$ cat src/common/fgr_pkg.sv
// constants and types for the refresh granularity mode block
// assumes a single 250 MHz command clock and the density chosen at build
package fgr_pkg;

   // refresh granularity of one refresh command
   typedef enum logic [1:0] {GRAN_1X, GRAN_2X, GRAN_4X} fgr_gran_e;

   localparam int CLK_MHZ = 250;               // command clock rate
   localparam int REFI_BASE_US_X10 = 78;       // base interval, 7.8 us
   // longest time, so the count rounds down
   localparam int REFI_BASE_CYC = REFI_BASE_US_X10 * CLK_MHZ / 10;
   localparam int REFI_W = 12;

   // refresh cycle time in ns, per granularity then per density
   localparam int RFC_NS [3][4] = '{
      '{160, 260, 350, 550},
      '{110, 160, 260, 350},
      '{90, 110, 160, 260}};
   localparam int NS_PER_US = 1000;
   localparam int RFC_CNT_W = 8;
   localparam int DENSITY_COUNT = 4;           // 2, 4, 8, 16 Gb

   // least time, so the count rounds up
   function automatic int rfc_cycles(int gran, int dens);
      return (RFC_NS[gran][dens] * CLK_MHZ + NS_PER_US - 1) / NS_PER_US;
   endfunction

   // refresh mode field encodings
   localparam logic [2:0] MODE_FIXED_1X = 3'h0;
   localparam logic [2:0] MODE_FIXED_2X = 3'h1;
   localparam logic [2:0] MODE_FIXED_4X = 3'h2;
   localparam logic [2:0] MODE_DYN_1X2X = 3'h5;
   localparam logic [2:0] MODE_DYN_1X4X = 3'h6;

   // mode register selection and field positions
   localparam logic [2:0] MR_IDX_RATE = 3'h3;
   localparam logic [2:0] MR_IDX_TCR = 3'h4;
   localparam int MODE_LSB = 6;
   localparam int MODE_MSB = 8;
   localparam int TCR_BIT = 3;
   localparam int ADDR_MIN_W = MODE_MSB + 1;

   // {act, ras, cas, we} with chip select low
   localparam logic [3:0] CMD_REFRESH = 4'h9;
   localparam logic [3:0] CMD_MRS = 4'h8;

   // refresh count masks checked before a rate change
   localparam logic [1:0] MASK_EVEN = 2'h1;
   localparam logic [1:0] MASK_QUAD = 2'h3;

endpackage

$ cat src/common/fgr_rfc_if.sv
// link between the mode logic and the refresh cycle timer
// assumes both ends share one clock
`timescale 1ns/1ps
interface fgr_rfc_if;
   logic start;                 // refresh taken this cycle
   fgr_pkg::fgr_gran_e gran;    // granularity of that refresh
   logic busy;                  // refresh cycle time still running

   modport ctrl (output start, output gran, input busy);
   modport timer (input start, input gran, output busy);
endinterface

$ cat src/logic/fgr_refresh_mode.sv
// refresh rate mode logic: mode field, granularity pick per refresh,
// interval and cycle-time tracking, and checks on the controller
// assumes the command pins are sampled on clk like the rest of the
// command bus, so they are same-domain and not resynchronised
`timescale 1ns/1ps
module fgr_refresh_mode #(
   parameter int DENSITY = 1,   // 0..3 for 2, 4, 8, 16 Gb
   parameter int ADDR_W = 18    // address pins carried
) (
   input wire logic clk,                  // command clock
   input wire logic srst,                 // sync reset, active high
   input wire logic csN,                  // chip select, low active
   input wire logic actN,                 // activate, low active
   input wire logic rasN,                 // row strobe, low active
   input wire logic casN,                 // column strobe, low active
   input wire logic weN,                  // write enable, low active
   input wire logic bg1,                  // bank group bit 1
   input wire logic bg0,                  // bank group bit 0
   input wire logic [1:0] ba,             // bank address
   input wire logic [ADDR_W-1:0] addr,    // address pins
   output logic [2:0] refMode,            // current refresh mode
   output logic tcrEnabled,               // temperature mode on
   output fgr_pkg::fgr_gran_e refGran,    // granularity in force
   output logic [fgr_pkg::REFI_W-1:0] refiCycles, // interval, cycles
   output logic refreshStart,             // pulse: refresh taken
   output logic refreshBusy,              // cycle time running
   output logic modeReservedErr,          // pulse: reserved mode
   output logic tcrConflictErr,           // level: tcr with non-1x
   output logic rateChangeErr,            // pulse: bad count on change
   output logic pairErr,                  // pulse: bad count between 1x
   output logic cmdDuringRfcErr           // pulse: command while busy
);
   typedef struct packed {
      logic [2:0] mode;
      logic temperature_controlled_refresh;
      fgr_pkg::fgr_gran_e gran;
      logic [fgr_pkg::REFI_W-1:0] refi;
      logic start;
      logic [1:0] cntRate;      // non-1x refreshes since rate change
      logic [1:0] cntPair;      // non-1x refreshes since last 1x
      logic resErr;
      logic tcrErr;
      logic rateErr;
      logic pairErr;
      logic cmdErr;
   } fgr_mode_s;

   fgr_mode_s s;
   fgr_mode_s next_s;
   fgr_rfc_if rfc ();

   logic isCmd;
   logic isRef;
   logic isMrs;
   logic refTake;
   logic [2:0] mrIdx;
   logic [2:0] newMode;
   fgr_pkg::fgr_gran_e selGran;

   initial begin
      if (ADDR_W < fgr_pkg::ADDR_MIN_W)
         $error("address too narrow for the mode field");
      if (fgr_pkg::REFI_BASE_CYC >= (1 << fgr_pkg::REFI_W))
         $error("interval count does not fit");
   end

   // rate class of a mode: fixed and dynamic forms share one class
   function automatic fgr_pkg::fgr_gran_e rate_class(logic [2:0] m);
      unique case (m)
         fgr_pkg::MODE_FIXED_2X, fgr_pkg::MODE_DYN_1X2X:
            return fgr_pkg::GRAN_2X;
         fgr_pkg::MODE_FIXED_4X, fgr_pkg::MODE_DYN_1X4X:
            return fgr_pkg::GRAN_4X;
         default: return fgr_pkg::GRAN_1X;
      endcase
   endfunction

   function automatic logic is_dynamic(logic [2:0] m);
      return m == fgr_pkg::MODE_DYN_1X2X || m == fgr_pkg::MODE_DYN_1X4X;
   endfunction

   function automatic logic [fgr_pkg::REFI_W-1:0] refi_of(
      fgr_pkg::fgr_gran_e g);
      logic [fgr_pkg::REFI_W-1:0] base;
      base = fgr_pkg::REFI_W'(fgr_pkg::REFI_BASE_CYC);
      // enum value is log2 of the rate: 1x, 2x, 4x shift by 0, 1, 2
      return base >> int'(g);
   endfunction

   // command decode
   always_comb begin
      isCmd = !csN;
      isRef = isCmd && {actN, rasN, casN, weN} == fgr_pkg::CMD_REFRESH;
      isMrs = isCmd && {actN, rasN, casN, weN} == fgr_pkg::CMD_MRS;
      mrIdx = {bg1, ba};
      newMode = addr[fgr_pkg::MODE_MSB:fgr_pkg::MODE_LSB];
      refTake = isRef && !rfc.busy;   // refresh ignored while busy
   end

   // granularity of an incoming refresh, by mode and selector bit
   always_comb begin
      unique case (s.mode)
         fgr_pkg::MODE_FIXED_2X: selGran = fgr_pkg::GRAN_2X;
         fgr_pkg::MODE_FIXED_4X: selGran = fgr_pkg::GRAN_4X;
         fgr_pkg::MODE_DYN_1X2X:
            selGran = bg0 ? fgr_pkg::GRAN_2X : fgr_pkg::GRAN_1X;
         fgr_pkg::MODE_DYN_1X4X:
            selGran = bg0 ? fgr_pkg::GRAN_4X : fgr_pkg::GRAN_1X;
         default: selGran = fgr_pkg::GRAN_1X;
      endcase
   end

   assign rfc.start = refTake;
   assign rfc.gran = selGran;

   // next state: refresh bookkeeping, mode register writes, checks
   always_comb begin
      logic [1:0] mask;
      mask = rate_class(s.mode) == fgr_pkg::GRAN_4X ?
             fgr_pkg::MASK_QUAD : fgr_pkg::MASK_EVEN;
      next_s = s;
      next_s.start = refTake;
      next_s.resErr = 1'b0;
      next_s.rateErr = 1'b0;
      next_s.pairErr = 1'b0;
      next_s.cmdErr = isCmd && rfc.busy;
      if (refTake) begin
         next_s.gran = selGran;
         next_s.refi = refi_of(selGran);
         if (selGran == fgr_pkg::GRAN_1X) begin
            // counts checked between 1x refreshes
            next_s.pairErr = is_dynamic(s.mode) &&
                             (s.cntPair & mask) != 2'h0;
            next_s.cntPair = 2'h0;
         end else begin
            next_s.cntRate = s.cntRate + 2'h1;
            next_s.cntPair = s.cntPair + 2'h1;
         end
      end else if (isMrs && mrIdx == fgr_pkg::MR_IDX_RATE) begin
         unique case (newMode)
            fgr_pkg::MODE_FIXED_1X, fgr_pkg::MODE_FIXED_2X,
            fgr_pkg::MODE_FIXED_4X, fgr_pkg::MODE_DYN_1X2X,
            fgr_pkg::MODE_DYN_1X4X: begin
               next_s.mode = newMode;
               if (rate_class(newMode) != rate_class(s.mode)) begin
                  // only a real rate change is checked
                  next_s.rateErr = (s.cntRate & mask) != 2'h0 &&
                     s.mode != fgr_pkg::MODE_FIXED_1X;
                  next_s.cntRate = 2'h0;
                  next_s.cntPair = 2'h0;
                  // dynamic modes start at 1x until a refresh picks
                  next_s.gran = is_dynamic(newMode) ?
                     fgr_pkg::GRAN_1X : rate_class(newMode);
                  next_s.refi = refi_of(next_s.gran);
               end
            end
            // reserved codes are refused, mode stays as it was
            default: next_s.resErr = 1'b1;
         endcase
      end else if (isMrs && mrIdx == fgr_pkg::MR_IDX_TCR) begin
         next_s.temperature_controlled_refresh = addr[fgr_pkg::TCR_BIT];
      end
      next_s.tcrErr = next_s.temperature_controlled_refresh &&
                      next_s.mode != fgr_pkg::MODE_FIXED_1X;
   end

   // state register; reset lands in fixed 1x at the base interval
   always_ff @(posedge clk) begin
      if (srst) begin
         s <= '0;
         s.mode <= fgr_pkg::MODE_FIXED_1X;
         s.gran <= fgr_pkg::GRAN_1X;
         s.refi <= fgr_pkg::REFI_W'(fgr_pkg::REFI_BASE_CYC);
      end else begin
         s <= next_s;
      end
   end

   fgr_rfc_timer #(.DENSITY(DENSITY)) u_timer (
      .clk(clk),
      .srst(srst),
      .rfc(rfc)
   );

   // outputs straight from the state flops
   assign refMode = s.mode;
   assign tcrEnabled = s.temperature_controlled_refresh;
   assign refGran = s.gran;
   assign refiCycles = s.refi;
   assign refreshStart = s.start;
   assign refreshBusy = rfc.busy;
   assign modeReservedErr = s.resErr;
   assign tcrConflictErr = s.tcrErr;
   assign rateChangeErr = s.rateErr;
   assign pairErr = s.pairErr;
   assign cmdDuringRfcErr = s.cmdErr;
endmodule // fgr_refresh_mode

$ cat src/logic/fgr_rfc_timer.sv
// refresh cycle timer: busy from the cycle after a refresh until its
// cycle time has run; assumes start is only raised while idle
`timescale 1ns/1ps
module fgr_rfc_timer #(
   parameter int DENSITY = 1    // 0..3 for 2, 4, 8, 16 Gb
) (
   input wire logic clk,        // command clock
   input wire logic srst,       // synchronous reset, active high
   fgr_rfc_if.timer rfc         // start and busy handshake
);
   typedef struct packed {
      logic busy;
      logic [fgr_pkg::RFC_CNT_W-1:0] cnt;
   } fgr_tmr_s;

   fgr_tmr_s s;
   fgr_tmr_s next_s;
   logic [fgr_pkg::RFC_CNT_W-1:0] loadVal;

   initial begin
      if (DENSITY < 0 || DENSITY >= fgr_pkg::DENSITY_COUNT)
         $error("density index out of range");
      if (fgr_pkg::rfc_cycles(2, 0) < 2 ||
          fgr_pkg::rfc_cycles(0, 3) >= (1 << fgr_pkg::RFC_CNT_W))
         $error("refresh cycle count does not fit the counter");
   end

   // each refresh loads the cycle time of its own granularity
   always_comb begin
      loadVal = fgr_pkg::RFC_CNT_W'(
         fgr_pkg::rfc_cycles(int'(rfc.gran), DENSITY) - 1);
      next_s = s;
      if (s.busy) begin
         if (s.cnt == fgr_pkg::RFC_CNT_W'(1)) begin
            next_s.busy = 1'b0;
            next_s.cnt = '0;
         end else begin
            next_s.cnt = s.cnt - fgr_pkg::RFC_CNT_W'(1);
         end
      end else if (rfc.start) begin
         next_s.busy = 1'b1;            // timed from issue
         next_s.cnt = loadVal;
      end
   end

   // state register
   always_ff @(posedge clk) begin
      if (srst)
         s <= '0;
      else
         s <= next_s;
   end

   assign rfc.busy = s.busy;
endmodule // fgr_rfc_timer

$ cat config.mk
export PLATFORM = sky130hd
export DESIGN_NAME = fgr_refresh_mode
export DESIGN_NICKNAME = d
export VERILOG_FILES = /design/src/common/fgr_pkg.sv /design/src/common/fgr_rfc_if.sv /design/src/logic/fgr_refresh_mode.sv /design/src/logic/fgr_rfc_timer.sv
export SDC_FILE = /design/constraint.sdc
export NUM_CORES = 1
export LEC_CHECK = 0
export ABC_AREA = 1
export BUFFER_PORTS_ARGS = -buffer_cell sky130_fd_sc_hd__buf_2
export CAP_MARGIN = 20
export CORE_ASPECT_RATIO = 0.6
export CORE_MARGIN = 3
export CORE_UTILIZATION = 50
export DETAILED_ROUTE_END_ITERATION = 12
export GPL_TIMING_DRIVEN = 0
export PLACE_DENSITY = 0.76
export SLEW_MARGIN = 20
export SYNTH_ARGS = -nofsm -noshare
export SYNTH_HDL_FRONTEND = slang
export SYNTH_HIERARCHICAL = 1
export SYNTH_SLANG_ARGS = --single-unit
$ cat constraint.sdc
create_clock -name clk -period 4.9 [get_ports clk]
set_clock_uncertainty 0.1 [all_clocks]
set_input_delay 0.49 -clock clk [delete_from_list [all_inputs] [get_ports clk]]
set_output_delay 0.49 -clock clk [all_outputs]
set_load 0.01 [all_outputs]
==> reports/results.txt <==
status = finished clean
initial core utilization = 53.9%
Critical R2R Capture = u_timer/s[5]
input/output buffers = 36
Post-synth EDFFs = 0
Final Critical Period = 2280 ps
Max Slew Vio Count = 0
1st-iter DRT viols = 67
synthesized area per cell = 7.27 um2
Cell Pwr Density = 223 nW/um2
total track usage = 19.4%
Post-synth top cells = nand2_1 (57), inv_1 (39), dfxtp_1 (30), nor2_1 (22)
row count = 17
Final Setup Violations = 0
CP Class = register to register
crit end category = register
Bufs on Longest Clock Path = 2
clock slew at the register clock pins of the worst setup and hold paths = 70 ps
RSZ-0062 raised after global routing = no
Remaining Overflow, GRT = 0
CTS root buf = clkbuf_8
startpoint types = register
Setup TNS = 0 ps
P_leak = 1.21 nW
routed via count = 1804
Post-Syn Area = 2040 um2
post-synthesis register bit count = 30
biggest area consumer among synthesized cells = dfxtp_1
M2 GR Usage = 26.4%
Ant. Diodes = 0
die height = 55.5 um
crit-path max FO = 6
Slew @ Worst Pin = 549 ps
met1 Use GR = 29.2%
ANT nets after route = 0
Worst Min Path Start = csN
largest net degree at the start of global routing = 11
Worst Hold End = cmdDuringRfcErr
Layout area overhead = 16.4%
Rel. slew slack = 63.4%
Avg WL per Cell = 11.7 um
clock sink count = 30
Worst EP required = 4970 ps
CTS tree = built
core area = 3790 um2
crit path DAT = 2350 ps
Post-CTS Setup Inserts = 0
die area = 4910 um2
share of cells above drive strength 1 = 29.4%
htree depth = 2
drt via density = 4.84
1st-pass router iterations = 5
Synth Instances = 281
Seq/Total Area, Yosys = 29.4%
Layout Nets = 370
reg-to-reg slack, setup = 2620 ps
CTS Hold Bufs = 0
Main synth FF type = dfxtp_1
period utilisation layout = 46.6%
hold depth = 2
total number of yosys warnings = 6
GPL Wtd Cong = 0.856
HPWL after DPL = 3.42 mm
achievable clock frequency = 438 MHz
top-area cell type share of the netlist area = 29.4%
CTS resizes = 0
R2R cell count = 8
FFs w/ async S/R, synth = 0%
RR Startpoint = refMode[0]
Ports = 54
VDD IR-drop max = 0.000145 V
min-delay worst type = input pin to register
Post-route DRC = 0
max cap viols = 0
Clk Latency, worst-skew pair = 290 ps
Routed WL = 4.38 mm
top-count cell post-synth = nand2_1
Area contributors post-synth = dfxtp_1 (29%), nand2_1 (10%), ha_1 (9.8%), inv_1 (7.2%), buf_4 (6.3%)
M3 GR Usage = 4.77%
Final Hold Viols = 0
Die Width = 88.5 um
Top Usage Layer GRT = met1
Yosys cell types = 34
Num CTS Buffers = 5
vias in the first global route = 1629
first-pass GRT wire length = 7.39 mm
initial antenna violation count = 0
final hold slack = 304 ps
sequential cells by signal, indices dropped and copies added, names as in the netlist:
signal and flops:
u_timer/s 8, refiCycles 6, s 4, refMode 3, cmdDuringRfcErr 1, modeReservedErr 1, pairErr 1, rateChangeErr 1
refGran 1, refreshStart 1, tcrConflictErr 1, tcrEnabled 1, u_timer/rfc.busy 1
where the power goes:
part | total [mW] | switching (mW) | internal [mW]
Sequential | 0.251 | 0.00393 | 0.248
Clock | 0.209 | 0.0962 | 0.113
Combinational | 0.0695 | 0.0442 | 0.0252
Total | 0.530 | 0.144 | 0.386
worst max-delay path: stages (launching register included):
cell and delay (ps):
dfxtp_1 430, inv_1 120, ha_1 300, nand2_1 70, nor2_1 320, inv_1 150, ha_1 200, o31ai_1 380
a21oi_2 90
metrics by stage:
step | utilization (%) | cell area, um2 | setup WS, ps | instances | power (mW)
final | 62.8 | 2380 | 2620 | 373 | 0.530
after floorplan | - | 2050 | 3010 | 282 | 0.306
after global placement | 60.3 | 2280 | 2700 | 365 | 0.324
after global routing | 62.8 | 2380 | 2460 | 373 | 0.556
after detailed placement | 60.3 | 2280 | 2650 | 365 | 0.326
after CTS | 62.8 | 2380 | 2640 | 373 | 0.535
logic make-up after synthesis:
family / count (synthesis) / share of synthesized area (%)
and+or+nand+nor: 120 / 30.6
buffers and inverters: 61 / 14.6
AOI/OAI and AO/OA: 48 / 13.5
DFF: 30 / 29.4
adders and majority gates: 16 / 9.80
xor gates and xnor gates: 4 / 1.72
other: 2 / 0.368
cell type report:
type / count / area (um2)
plain buffers: 18 / 131
clock buffers: 7 / 86.3
clock inverters: 1 / 5.00
fillers: 353 / 1410
inverters: 43 / 166
multi-input cells: 191 / 1150
flip-flops and latches: 30 / 601
well taps: 47 / 58.8
repair buffers: 36 / 180
cells in the final DEF, fill, tap and decap left out, types with 2 or more instances in the layout:
| master | instances |
|---|---|
| o21ai_1 | 3 |
| a21oi_2 | 5 |
| nand4_1 | 2 |
| nor3_1 | 3 |
| nand2_1 | 57 |
| nor2_4 | 4 |
| nand3_1 | 9 |
| ha_1 | 16 |
| conb_1 | 3 |
| nand3_2 | 4 |
| nor2_1 | 22 |
| inv_2 | 3 |
| dfxtp_1 | 30 |
| buf_2 | 36 |
| clkbuf_1 | 2 |
| xnor2_1 | 3 |
| clkbuf_8 | 6 |
| nand3_4 | 2 |
| or2_2 | 2 |
| a21oi_1 | 17 |
| inv_1 | 39 |
| nand2_4 | 3 |
| o21ai_0 | 17 |
| nor2_2 | 5 |
| nand2_2 | 5 |
| buf_4 | 17 |
worst max path at each step:
stage | startpoint | end | slack (ps) | depth (start not counted)
2_1_floorplan | refMode[0] | u_timer/s[5] | 3010 | 8
3_3_place_gp | refMode[0] | u_timer/s[5] | 2700 | 8
3_5_place_dp | refMode[0] | u_timer/s[5] | 2650 | 8
4_1_cts | refMode[0] | u_timer/s[5] | 2640 | 8
5_1_grt | refMode[0] | u_timer/s[5] | 2460 | 8
6_report | refMode[0] | u_timer/s[5] | 2620 | 8
layer usage:
| metal | wire length, um | vias up |
|---|---|---|
| met5 | 0 | - |
| met4 | 44 | 0 |
| met3 | 291 | 5 |
| met2 | 1650 | 62 |
| met1 | 2390 | 780 |
| li1 | - | 957 |
Note: power is estimated with default switching activity, not from simulation.
